[config.mk]
export PLATFORM = sky130hd
export DESIGN_NAME = cst_top
export DESIGN_NICKNAME = d
export VERILOG_FILES = /design/src/hw/cst_pkg.sv /design/src/hw/cst_sync.sv /design/src/hw/cst_top.sv
export SDC_FILE = /design/constraint.sdc
export NUM_CORES = 1
export LEC_CHECK = 0
export CORE_MARGIN = 4
export CORE_UTILIZATION = 55
export CTS_BUF_LIST = sky130_fd_sc_hd__clkbuf_4 sky130_fd_sc_hd__clkbuf_8 sky130_fd_sc_hd__clkbuf_16
export DETAILED_ROUTE_END_ITERATION = 8
export DONT_BUFFER_PORTS = 1
export GPL_ROUTABILITY_DRIVEN = 0
export HOLD_SLACK_MARGIN = 0.12
export PLACE_DENSITY = 0.7
export SLEW_MARGIN = 20
export SYNTH_ARGS = -nofsm -noshare
export SYNTH_HDL_FRONTEND = slang
export SYNTH_SLANG_ARGS = --single-unit
[constraint.sdc]
create_clock -name i_clk_sys -period 6.8 [get_ports i_clk_sys]
set_input_delay 0.68 -clock i_clk_sys [delete_from_list [all_inputs] [get_ports i_clk_sys]]
set_output_delay 0.68 -clock i_clk_sys [all_outputs]
set_load 0.01 [all_outputs]
[src/hw/cst_pkg.sv]
// Shared constants and types for the charge status and timer control block
package cst_pkg;

  // Avalon-MM register map, byte addresses of 32-bit words
  localparam logic [3:0] CST_REG_CTRL = 4'h0;
  localparam logic [3:0] CST_REG_STATUS = 4'h4;
  localparam logic [3:0] CST_REG_TMR_LIMIT = 4'h8;
  localparam logic [3:0] CST_REG_TMR_COUNT = 4'hc;

  // Control register field positions
  localparam int CST_CTRL_TMR_OPEN_BIT = 0;
  localparam int CST_CTRL_STOP_ALLOW_N_BIT = 1;
  localparam int CST_CTRL_TERM_DONE_BIT = 2;
  localparam logic [2:0] CST_CTRL_RESET = 3'h0;

  // Precharge timeout is a factor times the programmed fast-charge timeout
  localparam logic [31:0] CST_FAST_TIMEOUT_TICKS_RESET = 32'h0000_1000;
  localparam int CST_PRECHG_FACTOR_SHIFT = 3;

  // Thermal foldback: current step range, floor about one fifth of full scale
  localparam logic [7:0] CST_CUR_FULL = 8'hff;
  localparam logic [7:0] CST_CUR_FLOOR = 8'h33;
  localparam logic [7:0] CST_CUR_STEP = 8'h01;

  // Divider for the timer tick
  localparam logic [7:0] CST_TICK_DIV = 8'h7c;

  // Comparator inputs travel together
  typedef struct packed {
    logic in_present;
    logic in_overvolt;
    logic temp_ok;
    logic above_prechg;
    logic at_reg;
    logic tj_over_reg;
    logic tj_shutdown;
    logic stop_allow_n;
  } cst_cmp_s;

  // Operating modes
  typedef enum logic [2:0] {
    CST_SLEEP,
    CST_STANDBY,
    CST_CHARGING,
    CST_SUSPEND,
    CST_FAULT
  } cst_mode_e;

  // Charge phases
  typedef enum logic [1:0] {
    CST_PH_PRECHG,
    CST_PH_FAST,
    CST_PH_CV
  } cst_phase_e;

endpackage : cst_pkg

[src/hw/cst_sync.sv]
// Two-flop synchroniser for a bundle of comparator levels
`timescale 1ns/1ps
module cst_sync (
  input wire logic i_clk_sys,
  input wire logic i_rst_n,
  input wire cst_pkg::cst_cmp_s i_async,
  output cst_pkg::cst_cmp_s o_sync
);
  import cst_pkg::*;

  cst_cmp_s meta_ff;
  cst_cmp_s sync_ff;

  // First stage feeds only the second stage
  always_ff @(posedge i_clk_sys) begin
    if (!i_rst_n) begin
      meta_ff <= '0;
      sync_ff <= '0;
    end else begin
      meta_ff <= i_async;
      sync_ff <= meta_ff;
    end
  end

  assign o_sync = sync_ff;
endmodule : cst_sync

[src/hw/cst_top.sv]
// Charge control: modes, status pins, precharge timer, fault latch, thermal loop
//
// Register access over Avalon-MM and the address map were left to the implementer.
`timescale 1ns/1ps
// Notes on behaviour
// - Pack temperature out: stage off, timers freeze
// - Temperature back in window: resume from held counts
// - Power-good low only with input, no overvoltage
// - Overvoltage switches charger off into standby
// - Overvoltage not latched, recovers at once
// - Status pins encode precharge, fast, done, off
// - Termination disabled: never done, show phase
// - Fast current above threshold, tenth below
// - Regulation voltage reached: constant-voltage phase
// - Precharge timeout is factor times fast timeout
// - Precharge timer reset, hold, count per mode
// - Precharge timeout below threshold: off, fault latched
// - Fault latched: recovery current with input, low
// - Fault cleared by enable rise, overvoltage, input loss, timer off
// - Thermal loop folds current to floor
// - Continued heating enters thermal shutdown suspend
// - No input: sleep, stage off, pins released
// - Enable low charges, high gives standby
// - Standby resets timers, suspend holds them
module cst_top (
  input wire logic i_clk_sys,
  input wire logic i_rst_n,
  input wire logic i_charge_enable_n,
  input wire cst_pkg::cst_cmp_s i_cmp,
  input wire logic [3:0] i_avs_address,
  input wire logic i_avs_read,
  input wire logic i_avs_write,
  input wire logic [31:0] i_avs_writedata,
  output logic [31:0] o_avs_readdata,
  output logic o_avs_waitrequest,
  output logic o_power_stage_on,
  output logic o_fast_current_sel,
  output logic o_prechg_current_sel,
  output logic o_cv_phase,
  output logic o_recovery_trickle_on,
  output logic [7:0] o_current_limit,
  output logic o_status_out_a_pd,
  output logic o_status_out_b_pd,
  output logic o_power_good_n_pd
);
  import cst_pkg::*;

  cst_cmp_s cmp;
  cst_sync u_sync (
    .i_clk_sys(i_clk_sys),
    .i_rst_n(i_rst_n),
    .i_async(i_cmp),
    .o_sync(cmp)
  );

  logic ce_meta_ff;
  logic ce_n_ff;
  logic ce_n_d_ff;
  logic [2:0] ctrl_ff;
  logic [31:0] fast_limit_ff;
  logic [31:0] pre_cnt_ff;
  logic [31:0] nxt_pre_cnt;
  logic [7:0] div_ff;
  logic fault_ff;
  logic nxt_fault;
  logic tshut_ff;
  logic [7:0] cur_ff;
  cst_mode_e mode_ff;
  cst_mode_e nxt_mode;
  cst_phase_e phase_ff;
  logic wait_ff;
  logic [31:0] rdata_ff;
  logic stage_ff;
  logic fast_ff;
  logic pre_ff;
  logic cv_ff;
  logic trickle_ff;
  logic stat_a_ff;
  logic stat_b_ff;
  logic pg_ff;

  // Enable pin is asynchronous to the clock
  always_ff @(posedge i_clk_sys) begin
    if (!i_rst_n) begin
      ce_meta_ff <= 1'b1;
      ce_n_ff <= 1'b1;
      ce_n_d_ff <= 1'b1;
    end else begin
      ce_meta_ff <= i_charge_enable_n;
      ce_n_ff <= ce_meta_ff;
      ce_n_d_ff <= ce_n_ff;
    end
  end

  // Decoded conditions
  wire tmr_open = ctrl_ff[CST_CTRL_TMR_OPEN_BIT];
  wire term_disabled = tmr_open | ctrl_ff[CST_CTRL_STOP_ALLOW_N_BIT] | cmp.stop_allow_n;
  wire term_done = ctrl_ff[CST_CTRL_TERM_DONE_BIT] & ~term_disabled;
  wire ce_rise = ce_n_ff & ~ce_n_d_ff;
  wire in_ok = cmp.in_present & ~cmp.in_overvolt;
  wire tick = (div_ff == 8'h00);
  wire suspend_cond = ~cmp.temp_ok | tshut_ff;
  // precharge limit derived from fast limit
  wire [31:0] pre_limit = fast_limit_ff << CST_PRECHG_FACTOR_SHIFT;
  wire pre_expired = (pre_cnt_ff >= pre_limit);
  wire charging = (mode_ff == CST_CHARGING);

  // Timer tick divider
  always_ff @(posedge i_clk_sys) begin
    if (!i_rst_n) begin
      div_ff <= CST_TICK_DIV;
    end else begin
      div_ff <= tick ? CST_TICK_DIV : div_ff - 8'h01;
    end
  end

  // Mode selection
  always_comb begin
    nxt_mode = mode_ff;
    if (!cmp.in_present) begin
      nxt_mode = CST_SLEEP;
    end else if (cmp.in_overvolt || ce_n_ff) begin
      nxt_mode = CST_STANDBY;
    end else if (fault_ff || nxt_fault) begin
      nxt_mode = CST_FAULT;
    end else if (suspend_cond) begin
      nxt_mode = CST_SUSPEND;
    end else begin
      nxt_mode = CST_CHARGING;
    end
  end

  // Precharge timer mode
  always_comb begin
    nxt_pre_cnt = pre_cnt_ff;
    if (tmr_open || mode_ff == CST_STANDBY || mode_ff == CST_SLEEP || cmp.above_prechg) begin
      nxt_pre_cnt = 32'h0;
    end else if (charging && tick && !pre_expired) begin
      nxt_pre_cnt = pre_cnt_ff + 32'h1;
    end
  end

  // Fault latch: set wins over clear
  always_comb begin
    nxt_fault = fault_ff;
    if (ce_rise || cmp.in_overvolt || !cmp.in_present || tmr_open) begin
      nxt_fault = 1'b0;
    end
    if (charging && pre_expired && !cmp.above_prechg && !tmr_open) begin
      nxt_fault = 1'b1;
    end
  end

  // State registers
  always_ff @(posedge i_clk_sys) begin
    if (!i_rst_n) begin
      mode_ff <= CST_SLEEP;
      pre_cnt_ff <= 32'h0;
      fault_ff <= 1'b0;
    end else begin
      mode_ff <= nxt_mode;
      pre_cnt_ff <= nxt_pre_cnt;
      fault_ff <= nxt_fault;
    end
  end

  // Charge phase from battery comparators
  always_ff @(posedge i_clk_sys) begin
    if (!i_rst_n) begin
      phase_ff <= CST_PH_PRECHG;
    end else if (cmp.at_reg) begin
      phase_ff <= CST_PH_CV;
    end else if (cmp.above_prechg) begin
      phase_ff <= CST_PH_FAST;
    end else begin
      phase_ff <= CST_PH_PRECHG;
    end
  end

  // Thermal foldback steps on the slow tick; shutdown acts every cycle
  // so the stage drops without waiting up to a full tick period
  always_ff @(posedge i_clk_sys) begin
    if (!i_rst_n) begin
      cur_ff <= CST_CUR_FULL;
      tshut_ff <= 1'b0;
    end else begin
      // shutdown level, hysteresis is in the comparator
      tshut_ff <= cmp.tj_shutdown;
      if (tick) begin
        if (cmp.tj_over_reg && cur_ff > CST_CUR_FLOOR) begin
          cur_ff <= cur_ff - CST_CUR_STEP;
        end else if (!cmp.tj_over_reg && cur_ff < CST_CUR_FULL) begin
          cur_ff <= cur_ff + CST_CUR_STEP;
        end
      end
    end
  end

  // Status encoding
  wire show_pre = charging && phase_ff == CST_PH_PRECHG;
  wire show_done = charging && term_done;
  wire show_fast = charging && !show_pre && !show_done;

  // Output registers
  always_ff @(posedge i_clk_sys) begin
    if (!i_rst_n) begin
      stage_ff <= 1'b0;
      fast_ff <= 1'b0;
      pre_ff <= 1'b0;
      cv_ff <= 1'b0;
      trickle_ff <= 1'b0;
      stat_a_ff <= 1'b0;
      stat_b_ff <= 1'b0;
      pg_ff <= 1'b0;
    end else begin
      stage_ff <= charging && !term_done;
      fast_ff <= charging && phase_ff != CST_PH_PRECHG;
      pre_ff <= charging && phase_ff == CST_PH_PRECHG;
      cv_ff <= charging && phase_ff == CST_PH_CV;
      trickle_ff <= fault_ff && cmp.in_present && !cmp.above_prechg;
      // status code; done hidden when termination off
      stat_a_ff <= show_pre || show_fast;
      stat_b_ff <= show_pre || show_done;
      pg_ff <= in_ok;
    end
  end

  // Avalon-MM slave: one wait cycle, answer on the second edge
  wire bus_req = i_avs_read | i_avs_write;
  wire bus_take = bus_req & wait_ff;
  always_ff @(posedge i_clk_sys) begin
    if (!i_rst_n) begin
      wait_ff <= 1'b1;
      ctrl_ff <= CST_CTRL_RESET;
      fast_limit_ff <= CST_FAST_TIMEOUT_TICKS_RESET;
      rdata_ff <= 32'h0;
    end else begin
      wait_ff <= ~(bus_req & wait_ff);
      if (bus_take && i_avs_write) begin
        if (i_avs_address == CST_REG_CTRL) begin
          ctrl_ff <= i_avs_writedata[2:0];
        end
        if (i_avs_address == CST_REG_TMR_LIMIT) begin
          fast_limit_ff <= i_avs_writedata;
        end
      end
      if (bus_take && i_avs_read) begin
        case (i_avs_address)
          CST_REG_CTRL: rdata_ff <= {29'h0, ctrl_ff};
          CST_REG_STATUS: rdata_ff <= {16'h0, cur_ff, 1'b0, fault_ff, tshut_ff,
                                       2'(phase_ff), mode_ff};
          CST_REG_TMR_LIMIT: rdata_ff <= fast_limit_ff;
          CST_REG_TMR_COUNT: rdata_ff <= pre_cnt_ff;
          default: rdata_ff <= 32'h0;
        endcase
      end
    end
  end

  assign o_avs_waitrequest = wait_ff;
  assign o_avs_readdata = rdata_ff;
  assign o_power_stage_on = stage_ff;
  assign o_fast_current_sel = fast_ff;
  assign o_prechg_current_sel = pre_ff;
  assign o_cv_phase = cv_ff;
  assign o_recovery_trickle_on = trickle_ff;
  assign o_current_limit = cur_ff;
  assign o_status_out_a_pd = stat_a_ff;
  assign o_status_out_b_pd = stat_b_ff;
  assign o_power_good_n_pd = pg_ff;

  a_pg_follows: assert property (@(posedge i_clk_sys) disable iff (!i_rst_n)
    $rose(cmp.in_present & ~cmp.in_overvolt) |=> o_power_good_n_pd) else $error("pg late");
  // no input means stage off soon
  a_sleep_off: assert property (@(posedge i_clk_sys) disable iff (!i_rst_n)
    !cmp.in_present |-> ##2 !o_power_stage_on) else $error("stage on in sleep");
  a_fault_cause: assert property (@(posedge i_clk_sys) disable iff (!i_rst_n)
    $rose(fault_ff) |-> $past(pre_expired)) else $error("fault without timeout");
  // input loss clears fault; a set in the first cycle still wins
  a_fault_clear: assert property (@(posedge i_clk_sys) disable iff (!i_rst_n)
    !cmp.in_present ##1 !cmp.in_present |=> !fault_ff) else $error("fault not cleared");
  a_stby_reset: assert property (@(posedge i_clk_sys) disable iff (!i_rst_n)
    mode_ff == CST_STANDBY |=> pre_cnt_ff == 32'h0) else $error("timer not reset");
  a_susp_hold: assert property (@(posedge i_clk_sys) disable iff (!i_rst_n)
    mode_ff == CST_SUSPEND && !cmp.above_prechg && !tmr_open |=> $stable(pre_cnt_ff))
    else $error("timer moved in suspend");
  // no done code when termination off
  a_no_done: assert property (@(posedge i_clk_sys) disable iff (!i_rst_n)
    term_disabled |=> !(!o_status_out_a_pd && o_status_out_b_pd)) else $error("done shown");
  a_cur_floor: assert property (@(posedge i_clk_sys) disable iff (!i_rst_n)
    o_current_limit >= CST_CUR_FLOOR) else $error("current under floor");
  a_ovp_standby: assert property (@(posedge i_clk_sys) disable iff (!i_rst_n)
    cmp.in_present && cmp.in_overvolt |=> mode_ff == CST_STANDBY) else $error("no standby");
  a_ovp_release: assert property (@(posedge i_clk_sys) disable iff (!i_rst_n)
    $fell(cmp.in_overvolt) && cmp.in_present && !ce_n_ff |=> mode_ff != CST_STANDBY)
    else $error("overvoltage latched");
  a_pg_ovp: assert property (@(posedge i_clk_sys) disable iff (!i_rst_n)
    cmp.in_overvolt |=> !o_power_good_n_pd) else $error("pg low in overvoltage");
  a_pg_absent: assert property (@(posedge i_clk_sys) disable iff (!i_rst_n)
    !cmp.in_present |=> !o_power_good_n_pd) else $error("pg low without input");
  a_tshut_stage: assert property (@(posedge i_clk_sys) disable iff (!i_rst_n)
    tshut_ff |-> ##2 !o_power_stage_on) else $error("stage on in shutdown");
  // pack temperature out stops the stage
  a_temp_off: assert property (@(posedge i_clk_sys) disable iff (!i_rst_n)
    !cmp.temp_ok |-> ##2 !o_power_stage_on) else $error("stage on out of window");
  // both status pins off outside charging
  a_stat_off: assert property (@(posedge i_clk_sys) disable iff (!i_rst_n)
    mode_ff != CST_CHARGING |=> !o_status_out_a_pd && !o_status_out_b_pd)
    else $error("status shown while off");
  a_trickle_cause: assert property (@(posedge i_clk_sys) disable iff (!i_rst_n)
    o_recovery_trickle_on |-> $past(fault_ff)) else $error("trickle without fault");
  a_cnt_above: assert property (@(posedge i_clk_sys) disable iff (!i_rst_n)
    cmp.above_prechg |=> pre_cnt_ff == 32'h0) else $error("count kept above threshold");
  // enable rise clears fault outside charging
  a_ce_clear: assert property (@(posedge i_clk_sys) disable iff (!i_rst_n)
    ce_rise && mode_ff != CST_CHARGING |=> !fault_ff) else $error("fault kept on enable");
  a_pre_sel: assert property (@(posedge i_clk_sys) disable iff (!i_rst_n)
    charging && phase_ff == CST_PH_PRECHG |=> o_prechg_current_sel && !o_fast_current_sel)
    else $error("wrong current select");
  a_cv_phase: assert property (@(posedge i_clk_sys) disable iff (!i_rst_n)
    cmp.at_reg |=> phase_ff == CST_PH_CV) else $error("no voltage phase");
  a_sleep_mode: assert property (@(posedge i_clk_sys) disable iff (!i_rst_n)
    !cmp.in_present |=> mode_ff == CST_SLEEP) else $error("no sleep");
endmodule : cst_top

==> metrics <==
status finished, final reports clean; GRT Util Overall between 20% and 30%; commonest non-fill, non-tap cells in the layout nand2_1 (160), dfxtp_1 (150), inv_1 (42), nor2_1 (42), ha_1 (39); initial drt markers between 300 and 400; Pre-Repair DR Iteration Count 7; area grow syn2layout 8.37%; final-layout fill cell count 1166; buffers added on ports 0; Final Skew approximately 0.0075 ns; CP Launch Type flop; YS warnings 0; setup TNS 0 ns; # hold bufs at CTS 0; cell count of the worst reg-to-reg path 10; slowest stage delay, CP about 0.45 ns; vias in the first global route 6199; Slew @ Worst Pin slightly above 0.9 ns; postcts setup bufs 0; final worst path period need roughly 3.2 ns; Worst Setup Path Type flop to flop; core area 0.0133 sq mm; CTS root buffer clkbuf_16; initial antenna violation count 1; clock-pin transition on the worst setup and hold timing paths ~0.060 ns; largest net degree at the start of global routing about 100; final count of hold timing violations 0; die area approximately 0.016 sq mm; vias per cell a little under 6; ant diodes 0; Final Setup Violations 0; Starting Density 56.4%; Hold Startpoint i_rst_n; via count roughly 6200; Synth area leaders dfxtp_1 (40%), nand2_1 (8.0%), ha_1 (6.5%); CTS HTree Levels 4; final core occ between 60 and 70%; EDFF count, synth 0; top_reg_cell synth dfxtp_1; Die Height ~130 um; Seq/Total Area, Yosys approximately two fifths; GRT overflow 0; Cell Area, Synth between 0.007 and 0.008 sq mm; relative slew slack 39.4%; Die W approximately 130 um; worst reg2reg startpoint o_current_limit[2]; max-slew violations 0; Tcrit/Tclk final about 47%; hold depth 1; first-pass GRT wire length 30900 um; Leak around 2.9 nW; TritonCTS clock tree built; required time worst endpoint roughly 7 ns; Hold Crit Endpoint ce_meta_ff; Ports 98; Max Clk Rate 0.310 GHz; hold crit path type input port to flop; Yosys reg bits 150; Synth async-reset ratio 0%; max-cap check violation count 0; DRC 0; Clock Path Buffers 2; CP arrival approximately 3.5 ns; Mapped Cells 885; later-pin clock latency in the skew report around 0.43 ns; Max rail drop VDD roughly 0.21 mV; Cell variety after synth 54; RSZ-0062 raised after global routing false; commonest non-fill, non-tap cell in the layout nand2_1; Mean Syn Cell Area around 8.5 sq um; fin cells ~1000; HPWL Detailed 13400 um; row cnt 42; Worst path slowest cell o31ai_1; Crit. End Element flop; Post-DRT Antenna Nets 0; layout cells sized above 1 between 6 and 7%; flop2flop setup slack 3.57 ns; reg2reg end o_current_limit[6]; critical path, cell by cell o211a_1 > o31ai_1 > inv_1 > ha_1 > nor2b_1 > o21ai_0 > a21boi_0 > o21ai_0 > a21oi_1 > o311ai_0; drt wl/cell about 18 um; pwr dens about 240 mW/mm^2; Post-DP Area 0.00756 sq mm; CP max FO 7; CTS Sinks 150; syn nets between 900 and 1000; top cell type's share of synthesized area about 40%; Most common cell on crit path o21ai_0; nets around 950; Post-Place Cells between 1000 and 1500; area leader, netlist dfxtp_1; CTS buffer count 17; final WL 18700 um; Post-CTS Resized 0; post-route cell area roughly 0.0082 sq mm; Tot Pwr 0.00194 W
==> registers in the layout (all words and copies together) (netlist names), 3 cells and up <==
| name | count |
|---|---|
| o_avs_readdata | 32 |
| u_sync.o_sync | 8 |
| u_sync.meta_ff | 8 |
| fast_limit_ff | 32 |
| pre_cnt_ff | 32 |
| ctrl_ff | 3 |
| o_current_limit | 8 |
| div_ff | 8 |
| mode_ff | 3 |
==> report_power, final <==
part,switching [W],total [W],internal [W]
Combinational,0.0000443,0.0000801,0.0000358
Sequential,0.0000190,0.000918,0.000899
Clock,0.000386,0.000937,0.000552
==> worst max-delay path, delay by kind of cell, from the launching register on <==
family / cells / cell delay (ns)
AOI/OAI and AO/OA: 7 / 1.84
adders and majority gates: 1 / 0.39
DFF: 1 / 0.41
and+or+nand+nor: 1 / 0.16
buffers and inverters: 1 / 0.28
==> cell type report <==
cell class                 count  area (sq um)  area share, %
sequential                   150          3000           36.8
tap                          176           220           2.70
inverter                      42           158           1.93
timing repair buffer           4          30.0          0.368
multi-input combinational    642          4160           51.0
clock buffer                  18           439           5.38
clock inverter                14           153           1.87
==> through the flow <==
step / hold WS (ns) / setup slack, ns
2_1_floorplan: 0.382 / 4.19
3_3_place_gp: 0.392 / 3.31
3_5_place_dp: 0.396 / 3.14
4_1_cts: 0.309 / 3.61
5_1_grt: 0.307 / 3.45
6_report: 0.333 / 3.57
==> per-layer routing <==
metal | global-route usage, % | routed length, um
met5 | 0 | 13
met4 | 6.63 | 255
met2 | 41.3 | 9230
met1 | 28.7 | 7860
met3 | 8.87 | 1350
==> cell families (layout without fill, tap and decap cells) <==
kind of cell             count (synthesis)  in the layout  share of synthesized area (%)
buffers and inverters                   93             78                           5.08
multiplexers                            39             39                           5.68
XOR/XNOR                                10             10                           1.16
flip-flops                             150            150                           39.9
adder cells (fa/ha/maj)                 40             40                           6.74
AND/OR/NAND/NOR                        417            417                           28.8
AO/OA/AOI/OAI                          136            136                           12.7
==> how the worst max path moves through the flow <==
stage,to,cells after the start,slack [ns],startpoint
floorplan,o_current_limit[7],10,4.19,o_current_limit[2]
global placement,fast_limit_ff[6],6,3.31,i_avs_address[1]
detailed placement,fast_limit_ff[15],6,3.14,i_avs_address[1]
CTS,fast_limit_ff[10],6,3.61,i_avs_address[1]
global route,o_current_limit[6],10,3.45,o_current_limit[2]
finish,o_current_limit[6],10,3.57,o_current_limit[2]
==> synth_stat cells, drive strengths merged, types with 2 or more instances <==
cell type / number
a211oi: 2
mux4: 3
a21oi: 15
o21bai: 2
dfxtp: 150
a22oi: 16
a221oi: 17
xor2: 2
nand2: 160
and2: 36
nor3b: 23
nor2: 43
a21boi: 33
nand2b: 33
o211ai: 4
o21ai: 32
nor3: 33
buf: 18
ha: 39
xnor2: 8
o311ai: 4
nor4b: 3
mux2i: 36
and3: 14
inv: 42
nor4: 9
nor2b: 12
nand3: 13
and4: 6
nand4: 29
clkbuf: 33
(Power assumes the default switching activity.)
